--- config.mk ---
export PLATFORM = sky130hd
export DESIGN_NAME = arith_bit_branch_exec
export DESIGN_NICKNAME = d
export VERILOG_FILES = /design/src/exec_pkg.sv /design/src/alu8.sv /design/src/arith_bit_branch_exec.sv
export SDC_FILE = /design/constraint.sdc
export NUM_CORES = 1
export LEC_CHECK = 0
export BUFFER_PORTS_ARGS = -buffer_cell sky130_fd_sc_hd__buf_4
export CAP_MARGIN = 5
export CORE_ASPECT_RATIO = 1.25
export CORE_MARGIN = 3
export CORE_UTILIZATION = 45
export DETAILED_ROUTE_END_ITERATION = 6
export PLACE_DENSITY_LB_ADDON = 0.05
export SLEW_MARGIN = 20
export SYNTH_ARGS = -nofsm -noshare
export SYNTH_HDL_FRONTEND = slang
export SYNTH_HIERARCHICAL = 1
export SYNTH_SLANG_ARGS = --single-unit
export TNS_END_PERCENT = 5
--- constraint.sdc ---
create_clock -name clk_sys -period 3.7 [get_ports clk_sys]
set_input_delay 0.37 -clock clk_sys [delete_from_list [all_inputs] [get_ports clk_sys]]
set_output_delay 0.37 -clock clk_sys [all_outputs]
set_load 0.05 [all_outputs]
--- src/exec_pkg.sv ---
/*
  Shared constants and types for the arithmetic, bit and branch execution
  block: opcode patterns, field positions, phase enumeration, flag layout.
  Assumes it is compiled before every module that imports it.
*/
package exec_pkg;

  // Opcode patterns of the decoded subset.
  localparam logic [7:0] OPC_ADD_LITERAL = 8'h0f;
  localparam logic [5:0] OPC_ADD_TO_FILE = 6'h09;
  localparam logic [3:0] OPC_BIT_CLEAR = 4'h9;
  localparam logic [7:0] OPC_BRANCH_MINUS = 8'he6;
  localparam logic [7:0] OPC_LIT_MINUS_ACC = 8'h08;

  // Field positions inside an instruction word.
  localparam int DEST_BIT = 9;
  localparam int BANK_BIT = 8;
  localparam int BITIDX_LSB = 9;

  // Highest address field that still selects indexed literal-offset addressing.
  localparam logic [7:0] INDEXED_LIMIT = 8'h5f;
  // Access bank: addresses below 0x60 map to bank 0, the rest to bank 15.
  localparam logic [7:0] ACCESS_SPLIT = 8'h60;
  localparam logic [3:0] ACCESS_HIGH_BANK = 4'hf;

  // Flag positions in the status word.
  localparam int FLAG_CARRY = 0;
  localparam int FLAG_HALF = 1;
  localparam int FLAG_ZERO = 2;
  localparam int FLAG_WRAP = 3;
  localparam int FLAG_NEG = 4;

  // Reset values and the counter step.
  localparam logic [7:0] ACC_RESET = 8'h00;
  localparam logic [4:0] STATUS_RESET = 5'h00;
  localparam logic [20:0] COUNTER_RESET = 21'h00_0000;
  localparam logic [20:0] COUNTER_STEP = 21'h00_0002;

  typedef enum logic [1:0] {
    OP_ADD,
    OP_SUB
  } alu_op_type;

  typedef enum {
    PH_DECODE,
    PH_READ,
    PH_PROCESS,
    PH_WRITE
  } phase_type;

  // Result of one arithmetic step.
  typedef struct packed {
    logic [7:0] sum;
    logic [4:0] flags;
  } alu_out_type;

  // Data-memory request produced by the core.
  typedef struct packed {
    logic [11:0] addr;
    logic [7:0] wdata;
    logic write;
  } mem_req_type;

endpackage : exec_pkg

--- src/alu8.sv ---
/*
  Eight-bit adder with the five status flags. Subtraction is done as the
  addition of the inverted subtrahend with carry in set.
  Assumes purely combinational use by the execution core.
*/
`timescale 1ns/10ps
module alu8 (
  input wire logic [7:0] opA,
  input wire logic [7:0] opB,
  input wire exec_pkg::alu_op_type op,
  output exec_pkg::alu_out_type result
);
  import exec_pkg::*;

  logic [7:0] addend;
  logic carryIn;
  logic [8:0] full;
  logic [4:0] low;

  // Two's complement subtract: carry is the inverted borrow. [RULE10]
  always_comb begin
    addend = (op == OP_SUB) ? ~opB : opB;
    carryIn = (op == OP_SUB);
    full = {1'b0, opA} + {1'b0, addend} + {8'h00, carryIn};
    low = {1'b0, opA[3:0]} + {1'b0, addend[3:0]} + {4'h0, carryIn};
    result.sum = full[7:0];
    result.flags = '0;
    result.flags[FLAG_CARRY] = full[8]; // [RULE9]
    result.flags[FLAG_HALF] = low[4];
    result.flags[FLAG_ZERO] = (full[7:0] == 8'h00); // [RULE9]
    result.flags[FLAG_NEG] = full[7];
    result.flags[FLAG_WRAP] = (opA[7] == addend[7]) &&
                              (full[7] != opA[7]);
  end

endmodule : alu8

--- src/arith_bit_branch_exec.sv ---
/*
  Execution core for a subset of an eight-bit instruction set: add literal,
  add to file, bit clear, branch if minus and literal minus accumulator.
  Each instruction runs in four phases of the core clock, a taken branch in eight. Assumes a data
  memory that answers a read in the same cycle (combinational rdata) and an
  instruction source that holds instrWord stable while instrValid is high.
*/
`timescale 1ns/10ps
//////////////////////////////////////////////////////////////////////////////
// Contract
// [RULE1] Add literal to accumulator, update five flags.
// [RULE2] Add accumulator to file, destination bit selects target.
// [RULE3] Bank bit zero access bank, one pointer.
// [RULE4] Extended mode, low addresses use indexed offset.
// [RULE5] Bit clear zeroes one bit, no flags.
// [RULE6] Taken branch adds twice offset to counter.
// [RULE7] Taken branch two cycles, untaken one cycle.
// [RULE8] Literal minus accumulator, result to accumulator.
// [RULE9] Carry set when nonnegative, zero when equal.
// [RULE10] Two's complement, carry is inverted borrow.
// [RULE11] Four phases: decode, read, process, write.
module arith_bit_branch_exec (
  input wire logic clk_sys,
  input wire logic rstn,
  input wire logic [15:0] instrWord,
  input wire logic instrValid,
  output logic instrTaken,
  input wire logic [3:0] bank_pointer,
  input wire logic extendedEnable,
  input wire logic [11:0] indexBase,
  output exec_pkg::mem_req_type memReq,
  input wire logic [7:0] memRdata,
  output logic [7:0] accumulator,
  output logic [4:0] statusFlags,
  output logic [20:0] program_counter,
  output logic illegalOp
);
  import exec_pkg::*;

  //////////////////////////////////////////////////////////////////////////
  // Decode helpers.

  // File address resolution is shared by every file-register instruction.
  function automatic logic [11:0] resolveAddr(input logic [15:0] w,
      input logic [3:0] bp, input logic ext, input logic [11:0] base);
    logic [11:0] a;
    a = 12'h000;
    if (w[BANK_BIT]) begin
      a = {bp, w[7:0]}; // [RULE3]
    end else if (ext && (w[7:0] <= INDEXED_LIMIT)) begin
      a = base + {4'h0, w[7:0]}; // [RULE4]
    end else if (w[7:0] < ACCESS_SPLIT) begin
      a = {4'h0, w[7:0]}; // [RULE3]
    end else begin
      a = {ACCESS_HIGH_BANK, w[7:0]};
    end
    return a;
  endfunction : resolveAddr

  //////////////////////////////////////////////////////////////////////////
  // State.

  phase_type phase, next_phase;
  logic [15:0] instr, next_instr;
  logic [7:0] operand, next_operand;
  logic [7:0] result, next_result;
  logic [4:0] flagsNew, next_flagsNew;
  logic [11:0] addr, next_addr;
  logic branchStall, next_branchStall;
  logic [7:0] next_accumulator;
  logic [4:0] next_statusFlags;
  logic [20:0] next_program_counter;
  logic next_illegalOp;
  mem_req_type next_memReq;

  logic isAddLit, isAddFile, isBitClr, isBranch, isSubLit;
  logic [7:0] aluA, aluB;
  alu_op_type aluOp;
  alu_out_type aluRes;
  logic [7:0] clearMask;
  logic [20:0] offset;

  // Opcode classes of the latched instruction.
  assign isAddLit = (instr[15:8] == OPC_ADD_LITERAL); // [RULE1]
  assign isAddFile = (instr[15:10] == OPC_ADD_TO_FILE); // [RULE2]
  assign isBitClr = (instr[15:12] == OPC_BIT_CLEAR); // [RULE5]
  assign isBranch = (instr[15:8] == OPC_BRANCH_MINUS); // [RULE6]
  assign isSubLit = (instr[15:8] == OPC_LIT_MINUS_ACC); // [RULE8]

  // Only the decode phase of a fresh slot accepts a word.
  // A stalled slot refuses words so none is lost behind a branch.
  assign instrTaken = (phase == PH_DECODE) && !branchStall && instrValid;

  alu8 u_alu (
    .opA(aluA),
    .opB(aluB),
    .op(aluOp),
    .result(aluRes)
  );

  // Literal minus accumulator puts the literal on side A.
  always_comb begin
    aluOp = isSubLit ? OP_SUB : OP_ADD; // [RULE10]
    aluA = isSubLit ? operand : accumulator; // [RULE8]
    aluB = isSubLit ? accumulator : operand;
    clearMask = ~(8'h01 << instr[BITIDX_LSB +: 3]); // [RULE5]
    offset = {{12{instr[7]}}, instr[7:0], 1'b0}; // [RULE6]
  end

  //////////////////////////////////////////////////////////////////////////
  // Phase sequencer and datapath, one phase per clock.

  always_comb begin
    next_phase = phase;
    next_instr = instr;
    next_operand = operand;
    next_result = result;
    next_flagsNew = flagsNew;
    next_addr = addr;
    next_branchStall = branchStall;
    next_accumulator = accumulator;
    next_statusFlags = statusFlags;
    next_program_counter = program_counter;
    next_illegalOp = 1'b0;
    next_memReq = '0;
    unique case (phase)
      PH_DECODE: begin
        // A taken branch spends a whole empty cycle here. [RULE7]
        if (branchStall) begin
          next_phase = PH_READ;
        end else if (instrValid) begin
          next_instr = instrWord;
          next_addr = resolveAddr(instrWord, bank_pointer,
                                  extendedEnable, indexBase);
          next_program_counter = program_counter + COUNTER_STEP;
          next_phase = PH_READ; // [RULE11]
        end
      end
      PH_READ: begin
        // Operand read: literal or file register. [RULE11]
        if (isAddFile || isBitClr) begin
          next_operand = memRdata;
        end else begin
          next_operand = instr[7:0];
        end
        next_phase = PH_PROCESS;
      end
      PH_PROCESS: begin
        // Bit clear bypasses the adder; its flags are dropped later.
        next_result = isBitClr ? (operand & clearMask) : aluRes.sum;
        next_flagsNew = aluRes.flags;
        next_phase = PH_WRITE; // [RULE11]
      end
      PH_WRITE: begin
        next_phase = PH_DECODE;
        if (branchStall) begin
          next_branchStall = 1'b0;
        end else if (isAddLit || isSubLit) begin
          next_accumulator = result; // [RULE1] [RULE8]
          next_statusFlags = flagsNew; // [RULE9]
        end else if (isAddFile) begin
          next_statusFlags = flagsNew; // [RULE2]
          if (instr[DEST_BIT]) begin
            next_memReq = '{addr: addr, wdata: result, write: 1'b1};
          end else begin
            next_accumulator = result;
          end
        end else if (isBitClr) begin
          // Flags untouched on purpose. [RULE5]
          next_memReq = '{addr: addr, wdata: result, write: 1'b1};
        end else if (isBranch) begin
          // Untaken branch leaves the counter alone. [RULE7]
          // The minus flag is the one the previous instruction left, since
          // a branch writes no flag and nothing else can change it here.
          if (statusFlags[FLAG_NEG]) begin
            next_program_counter = program_counter + offset; // [RULE6]
            next_branchStall = 1'b1; // [RULE7]
          end
        end else begin
          next_illegalOp = 1'b1;
        end
      end
    endcase
    // The read address is driven during the read phase.
    // Holding it between reads keeps memRdata steady for the next one.
    if (phase == PH_DECODE && !branchStall && instrValid) begin
      next_memReq.addr = next_addr;
    end else if (!next_memReq.write) begin
      next_memReq.addr = addr;
    end
  end

  // Registers only; all decisions above.
  always_ff @(posedge clk_sys) begin
    if (!rstn) begin
      phase <= PH_DECODE;
      instr <= 16'h0000;
      operand <= 8'h00;
      result <= 8'h00;
      flagsNew <= STATUS_RESET;
      addr <= 12'h000;
      branchStall <= 1'b0;
      accumulator <= ACC_RESET;
      statusFlags <= STATUS_RESET;
      program_counter <= COUNTER_RESET;
      illegalOp <= 1'b0;
      memReq <= '0;
    end else begin
      phase <= next_phase;
      instr <= next_instr;
      operand <= next_operand;
      result <= next_result;
      flagsNew <= next_flagsNew;
      addr <= next_addr;
      branchStall <= next_branchStall;
      accumulator <= next_accumulator;
      statusFlags <= next_statusFlags;
      program_counter <= next_program_counter;
      illegalOp <= next_illegalOp;
      memReq <= next_memReq;
    end
  end

endmodule : arith_bit_branch_exec

==> results of run 1 <==
## layer usage
layer | share of wire (%) | track usage, %
met5 | 0 | 0
met2 | 54 | 40.71
met3 | 3.3 | 2.885
met4 | 2.1 | 7.816
met1 | 41 | 25.68
## power by group through the flow
stage	Sequential (mW)	Combinational [mW]	Clock (mW)
finish	1.53	1.58	1.02
global route	1.56	1.76	1.09
CTS	1.54	1.57	1.05
detailed placement	1.56	1.56	0
global placement	1.55	1.55	0
floorplan	1.67	1.05	0
## repair_timing
item	4_1_cts	5_1_grt
setup endpoints to repair	0	3
gates resized for setup	0	7
setup buffers	0	3
hold buffers	0	0
## area by class of cell
class                           instances  share of cell area (%)
Clock buffer                           11                   3.247
Timing Repair Buffer                  111                   11.15
Tap cell                              171                   2.862
Inverter                               19                  0.9541
Multi-Input combinational cell        566                   52.24
Sequential cell                       107                   28.66
Clock inverter                          5                  0.8872
## cells by family after synthesis
family          count (synthesis)  share of synthesized area [%]
compound gates                191                          20.39
xor+xnor                       33                          4.718
fa+ha+maj                      41                          8.521
buf+inv                        59                          4.539
flops                         107                          34.08
mux                            51                          8.481
other cells                     1                        0.05967
simple gates                  247                          19.21
## Yosys cell counts, drive strengths merged (4+ instances only)
library cell and count:
o211ai 11, nand2b 4, a311oi 16, and3 4, o21ai 36, ha 38
a21o 9, xor2 7, nand3 16, nor3 8, nor4 4, o21a 7
or3 4, clkbuf 16, o22ai 5, inv 19, nand4 11, o311ai 5
nor2 68, nor2b 8, and2 20, nand2 88, dfxtp 107, mux2 18
buf 24, xnor2 26, mux2i 33, a21oi 62, a211oi 15
## state kept, by name, indices dropped and copies added (netlist names)
register / count
memReq: 21
program_counter: 20
instr: 16
addr: 12
accumulator: 8
operand: 8
result: 8
flagsNew: 5
statusFlags: 5
phase: 2
branchStall: 1
illegalOp: 1
## how the worst min path moves through the flow
| stage | startpoint | cells past startpoint | slack (ns) | endpoint |
|---|---|---|---|---|
| floorplan | addr[1] | 2 | 0.44 | addr[1] |
| global placement | addr[1] | 2 | 0.45 | addr[1] |
| detailed placement | addr[1] | 2 | 0.46 | addr[1] |
| CTS | instrWord[11] | 3 | 0.25 | instr[11] |
| global route | instrWord[11] | 3 | 0.26 | instr[11] |
| finish | instrWord[11] | 3 | 0.26 | instr[11] |
## critical path, cell delays in order (launching register included)
cell	delay, ns
dfxtp_1	0.33
or3_1	0.44
nor2_4	0.24
buf_4	0.24
mux2_2	0.36
xnor2_1	0.13
ha_1	0.36
nor2_1	0.21
a211oi_2	0.08
o31a_2	0.31
nor3_1	0.29
nand2_1	0.09
a311oi_1	0.26
## through the flow
step / instances / setup WS, ns / setup TNS (ns) / hold WS [ns]
after detailed placement: 971 / 0.1827 / 0 / 0.4552
final: 990 / 0.2463 / 0 / 0.2567
after global routing: 990 / -0.01332 / -0.01681 / 0.2645
after floorplan: 732 / 0.1711 / 0 / 0.4404
after global placement: 971 / 0.1861 / 0 / 0.4491
after CTS: 987 / 0.1364 / 0 / 0.2505
==> run summary, run 1 <==
The cell taking the most area after synthesis was dfxtp_1. Setup violations remaining at the end of the flow were counted as 0. The tools report the kind of end point of the critical path as a flop. The worst register-to-register path ends at result[6]. The synthesized flop and latch total was 107. The run gives 0.2895 GHz as the highest achievable clock rate. The tools report the register cell area after layout as 2142 um2.

Of the total power, the clock network draws 24.6%. The mapped netlist covers 6285 um2. By area the synthesized netlist is led by dfxtp_1, ha_1, mux2i_1, nand2_1, a21oi_1.

The max-slew violation count is 0. The critical path endpoint is result[6]. The wire-length estimate of the detail-placed layout is 12990 um. The number of global-route vias before repair is 5441, and the arrival time of the worst setup path is 3.72 ns. The layout has 1292 filler cells. The initial antenna violation count is 0, and the average cell area after synthesis is 8.609 um2. Summing all non-filler instances in the final layout gives an area of 7475 um2.

After clock tree synthesis, the clock-pin slew on the worst setup and hold paths is 0.08 ns. TritonCTS created 9 clock buffers. The worst setup path is of the reg2reg kind. The floorplan has 47 rows.

In the layout the commonest cells are buf_4, dfxtp_1, nand2_1. The clock passes through at most 2 buffers. The clock net in this run drives a total of 107 sinks. Cells with a size suffix above 1 make up 21.12% of the layout. The tools report the post-synthesis instance total as 730. The tools report the via count of the routed design as 5552. The logs give 46.67% for the initial core utilization and 3905 um2 for the area of the multi-input gates. The later pin in the worst-skew pair is clocked with a latency of 0.36 ns.

The final critical path takes up 93.34% of the cycle. The count of routing violations after the opening detailed-route iteration was 202; the area fraction of the dominant cell type after synthesis was 34.08%. The largest fanout on the critical path came out at 12. The average routed wire per standard cell is 17.22 um, and the net count reported at finish is 899. For the tightest slew margin relative to the limit, the log shows 29.70%.

In this run the power spent charging and discharging nets is 1.622 mW. The share of total power dissipated in sequential elements is 37.1%. In the routed layout, each cell is associated on average with a via count of 5.608. Once placement finished, the instance area stood at 7103 um2. Max-cap violations in this run came to 0.

The transition time of the tightest slew-check pin works out to 1.054 ns. The die covers 15430 um2. The H-tree was split into 3 levels. The tools report the worst clock skew on the final layout as 0.009532 ns. The die width is 111.7 um, and the total internal power is 2.511 mW. For the largest net degree at the start of global routing, the log shows 46. The switching part of the total came out at 39.24%. For the utilization of the core after routing, the log shows 55.51%. The worst-case IR drop observed on VDD is 357.9 uV. The most common library cell in the layout ignoring fill and taps is buf_4. Counting distinct cell types in the post-synthesis netlist gives 78. The number of antenna diodes came out at 0.

The tools report the final count of hold timing violations as 0. The run gives 3.96 ns as the required time of the critical path. TritonCTS built the clock tree. Input and output buffers added on the ports amount to 99. The detail route stage leaves a number of antenna-violating nets equal to 0. Of the synthesized area, sequential elements account for 34.08%. The minimum setup slack among reg-to-reg paths was 0.25 ns.

In this run, synthesis inferred 0 flip-flops with an integrated enable. The synthesis-to-finish area growth came out at 18.93%. In the synthesized netlist the dominant register cell turns out to be dfxtp_1. In this run the vertical extent of the chip is 138.1 um.

The smallest clock period supported by the final layout is computed as 3.454 ns. In the routed design, unresolved DRC markers number 0. In the global route stage, overall resource usage came out at 22.00%. Summing internal, switching and leakage power gives 4.133 mW. Wires add up to 17050 um. The critical path starts at instr[8].

The worst setup path is launched from a flop. The final estimated routing congestion in global placement was 0.8749. In this run the critical register-to-register path is launched from instr[8]. The share of flip-flops with an asynchronous set or reset after synthesis works out to 0%.

Clock tree synthesis selected as its root buffer the cell clkbuf_16. In this run the static leakage power is 3.260 nW. Summed over all layers, the global routing overflow is 0. For the core area, the log shows 13470 um2. The logs give 4 for the number of iterations in the first detailed-routing pass and 38.3% for the part of the total power dissipated in combinational logic. Counting cells, the worst reg-to-reg path comes to 12.

The Yosys step of the flow raised 6 warnings. The global-route wire length before repair was 27650 um. The flow ran to the end, and the final reports show no timing, DRC or antenna violations. The cell area power density is 553.0 nW/um2.

For the boundary pin count, the log shows 101. In this run the worst hold path is classified as in2reg.
No activity file was read; power rests on OpenSTA's default activity.
==> run 2: changes to the inputs <==
--- a/config.mk
+++ b/config.mk
@@ -7,9 +7,11 @@
 export LEC_CHECK = 0
 export BUFFER_PORTS_ARGS = -buffer_cell sky130_fd_sc_hd__buf_4
 export CAP_MARGIN = 5
+export CELL_PAD_IN_SITES_DETAIL_PLACEMENT = 0
+export CELL_PAD_IN_SITES_GLOBAL_PLACEMENT = 2
 export CORE_ASPECT_RATIO = 1.25
 export CORE_MARGIN = 3
-export CORE_UTILIZATION = 45
+export CORE_UTILIZATION = 31
 export DETAILED_ROUTE_END_ITERATION = 6
 export PLACE_DENSITY_LB_ADDON = 0.05
 export SLEW_MARGIN = 20
==> run 2 against run 1 <==
Against the previous run: flip-flop and latch count unchanged; via count shrank 0.85%; core utilization is 17 points lower; fmax increased by 0.87%; critical path type unchanged; count of clock-buffer cells in the layout is 1 lower.
==> run summary, run 2 (same netlist as run 1, synthesis figures left out) <==
The run finished with clean final reports. The logs give 0.8822 (was 0.8749) for the final estimated routing congestion in global placement and 2 (unchanged) for the worst-case clock buffer depth. The cell class contributing the biggest share of worst-path delay is simple AND/OR/NAND/NOR gates (unchanged).

The final-layout setup total negative slack is 0 ns (unchanged), and the share of cells above drive strength 1 is 20.61% (was 21.12%). The highest achievable clock rate is 0.2921 GHz (was 0.2895 GHz). TritonCTS built the clock tree. The static leakage power came out at 3.237 nW (was 3.260 nW). The clock transition at the registers of the reported paths was 0.08 ns (about the same). Total buffers and inverters traversed by the critical path: 1 (unchanged). The share of total power in sequential cells came out at 37.6% (was 37.1%). The power share of the clock group was 23.9% (was 24.6%).

The logs give 3 (unchanged) for the number of levels the H-tree was split into and 19680 um2 (was 13470 um2) for the core area. The count of input and output buffers works out to 99 (unchanged). Die area: 22030 um2 (was 15430 um2). The cell with the largest stage delay on the worst path is or3_1 (unchanged).

Setup repair after global routing left no endpoint under its margin. The tools report the hold path endpoint as instr[10] (was instr[11]). The number of placed instances with taps included was 1069 (was 971); the post-CTS setup-driven buffer insertion count was 0 (unchanged).

The via count of the routed design is 5505 (was 5552), and the DRC violation count after routing is 0 (unchanged). Type of the setup path with the least slack: reg2reg (unchanged). The final antenna-violating net count is 0 (unchanged). The sum of net half-perimeters after detailed placement was 14210 um (was 12990 um). The run gives 1.670 mW (was 1.622 mW) as the net switching power of the design.

The run gives 0.2661 ns (was 0.2567 ns) as the worst hold slack across all endpoints. The max-slew violation count was 0 (unchanged); the count of routing violations after the opening detailed-route iteration was 226 (was 202). The startpoint type of the worst setup path is a flop (unchanged). The row count was 57 (was 47); the transition time of the tightest slew-check pin was 0.9471 ns (was 1.054 ns). Number of buffers created by CTS: 9 (unchanged).

The tools report the start point of the worst hold path as instrWord[10] (was instrWord[11]). The number of hold buffers added after CTS was 0 (unchanged); the average routed wire per standard cell was 17.00 um (was 17.22 um). The total clock sinks is 107 (unchanged). Number of max-cap violations: 0 (unchanged).

The endpoint of the worst-slack reg-to-reg timing path is flagsNew[2] (was result[6]). The type of the most critical hold path was in2reg (unchanged). The via density per instance came out at 5.074 (was 5.608). The period utilization is 92.54% (was 93.34%), and the final count of hold timing violations is 0 (unchanged).

Cells along the critical path: or3_1 -> nor2_4 -> mux2_1 -> xnor2_1 -> inv_1 -> fa_1 -> nand2b_1 -> a21oi_1 -> xnor2_2 -> or3b_1 -> nor4_2 -> mux2i_1 -> nor2_1 (was or3_1 -> nor2_4 -> buf_4 -> mux2_2 -> xnor2_1 -> ha_1 -> nor2_1 -> a211oi_2 -> o31a_2 -> nor3_1 -> nand2_1 -> a311oi_1). Length in cells of the worst reg-to-reg path: 13 (was 12). The net count reported at finish was 900 (was 899). Global routing usage summed across all routing layers: 16.68% (was 22.00%). Most frequent cells in the layout: buf_4, dfxtp_1, nand2_1 (unchanged).

The tools report the minimum setup slack among reg-to-reg paths as 0.28 ns (was 0.25 ns). The worst ir drop on vdd is 258.9 uV (was 357.9 uV), and the arrival time of the worst setup path is 3.71 ns (was 3.72 ns). Largest registers: memReq (21), program_counter (20), instr (16) (unchanged).

The run gives 0 (unchanged) as the number of resized instances in the post-cts repair step. The instance count on the critical path was 13 (was 12). The synthesis-to-finish area growth works out to 20.07% (was 18.93%).

For the required time of the critical path, the log shows 3.99 ns (was 3.96 ns). The shortest period the worst path allows works out to 3.424 ns (was 3.454 ns). The logs give 101 (unchanged) for the boundary pin count and 40 (was 46) for the largest net degree at the start of global routing. Number of flip-flops under the largest register name: 21 (unchanged). The logs give 18440 um (was 17050 um) for the final wirelength and 38.5% (was 38.3%) for the part of the total power dissipated in combinational logic.

The initial core utilization was 31.93% (was 46.67%). Die width: 133.4 um (was 111.7 um). Cell chosen for the clock root: clkbuf_16 (unchanged). The cell area power density works out to 544.9 nW/um2 (was 553.0 nW/um2). The tools report the tightest slew margin relative to the limit as 36.86% (was 29.70%). The worst flop-to-flop path startpoint was instr[8] (unchanged). The logs give 38.34% (was 55.51%) for the utilization of the core after routing and 5521 (was 5441) for the number of global-route vias before repair. The run gives 0 (unchanged) as the initial antenna violation count.

Most common library cell in the layout ignoring fill and taps: buf_4 (unchanged). The global-route wire length before repair was 29010 um (was 27650 um); the critical path's largest stage delay was 0.45 ns (was 0.44 ns). The number of antenna diodes was 0 (unchanged). The total of endpoints with negative setup slack in the final report was 0 (unchanged); the hold path depth was 3 (unchanged).

The count of placed standard cells in the final layout, fillers left out came out at 1085 (was 990). The kind of end point of the critical path is a flop (unchanged). For the number of iterations in the first detailed-routing pass, the log shows 4 (unchanged). The clock latency at the later pin of the worst-skew pair is 0.35 ns (was 0.36 ns). The switching part of the total was 40.61% (was 39.24%). The largest fanout on the critical path works out to 4 (was 12). The die outline height works out to 165.2 um (was 138.1 um).

The logs give 0.006720 ns (was 0.009532 ns) for the worst clock skew on the final layout and 2098 (was 1292) for the number of fillers in the final layout. Register ranked first by flip-flop count: memReq (unchanged). The remaining global-route overflow came out at 0 (unchanged). For the total internal power, the log shows 2.442 mW (was 2.511 mW).
[run 2: changes by cell type in the layout (fill, tap and decap cells not counted), sizes merged]
| cell | previous run | this run |
|---|---|---|
| clkinvlp | 1 | 3 |
| buf | 111 | 112 |
| bufinv | 1 | 0 |
| clkbuf | 11 | 10 |
[run 2: metal layers]
layer / wire length (um) / GRT usage [%] / vias up
met1: 7797 / 19.53 / 2588
met3: 631 / 2.424 / 26
met2: 9499 / 30.48 / 101
met5: 0 / 0 / -
li1: - / - / 2790
met4: 515 / 7.016 / 0
[run 2: power by group through the flow]
stage | Combinational (mW) | Sequential [mW] | Clock [mW]
6_report | 1.58 | 1.55 | 0.982
5_1_grt | 1.76 | 1.58 | 1.05
4_1_cts | 1.61 | 1.55 | 1.02
3_5_place_dp | 1.60 | 1.58 | 0
3_3_place_gp | 1.59 | 1.57 | 0
2_1_floorplan | 1.05 | 1.67 | 0
[run 2: worst min-delay path, cell delays in order]
cell	delay [ns]
buf_4	0.11
nand2_1	0.05
a21oi_1	0.05
[run 2: final cells by class]
class,count,area (um2),area share [%]
well taps,265,331.6,4.394
clock inverters,6,56.30,0.7461
repair buffers,112,840.8,11.14
multi-input cells,566,3865,51.22
flip-flops and latches,107,2142,28.39
clock buffers,10,239.0,3.167
inverters,19,71.32,0.9451
[run 2: how the worst max path moves through the flow]
stage               slack [ns]       from          end
floorplan                 0.17   instr[9]  flagsNew[2]
global placement          0.30   instr[8]  flagsNew[2]
detailed placement        0.29   instr[8]  flagsNew[2]
CTS                       0.25   instr[8]  flagsNew[2]
global route              0.02  instr[14]  flagsNew[2]
finish                    0.28   instr[8]  flagsNew[2]
[run 2: through the flow]
stage	area [um2]	power, mW	worst slack [ns]
2_1_floorplan	6292	2.720	0.1711
3_3_place_gp	7251	3.162	0.2992
3_5_place_dp	7251	3.180	0.2854
4_1_cts	7546	4.181	0.2462
5_1_grt	7546	4.387	0.01752
6_report	7546	4.112	0.2760
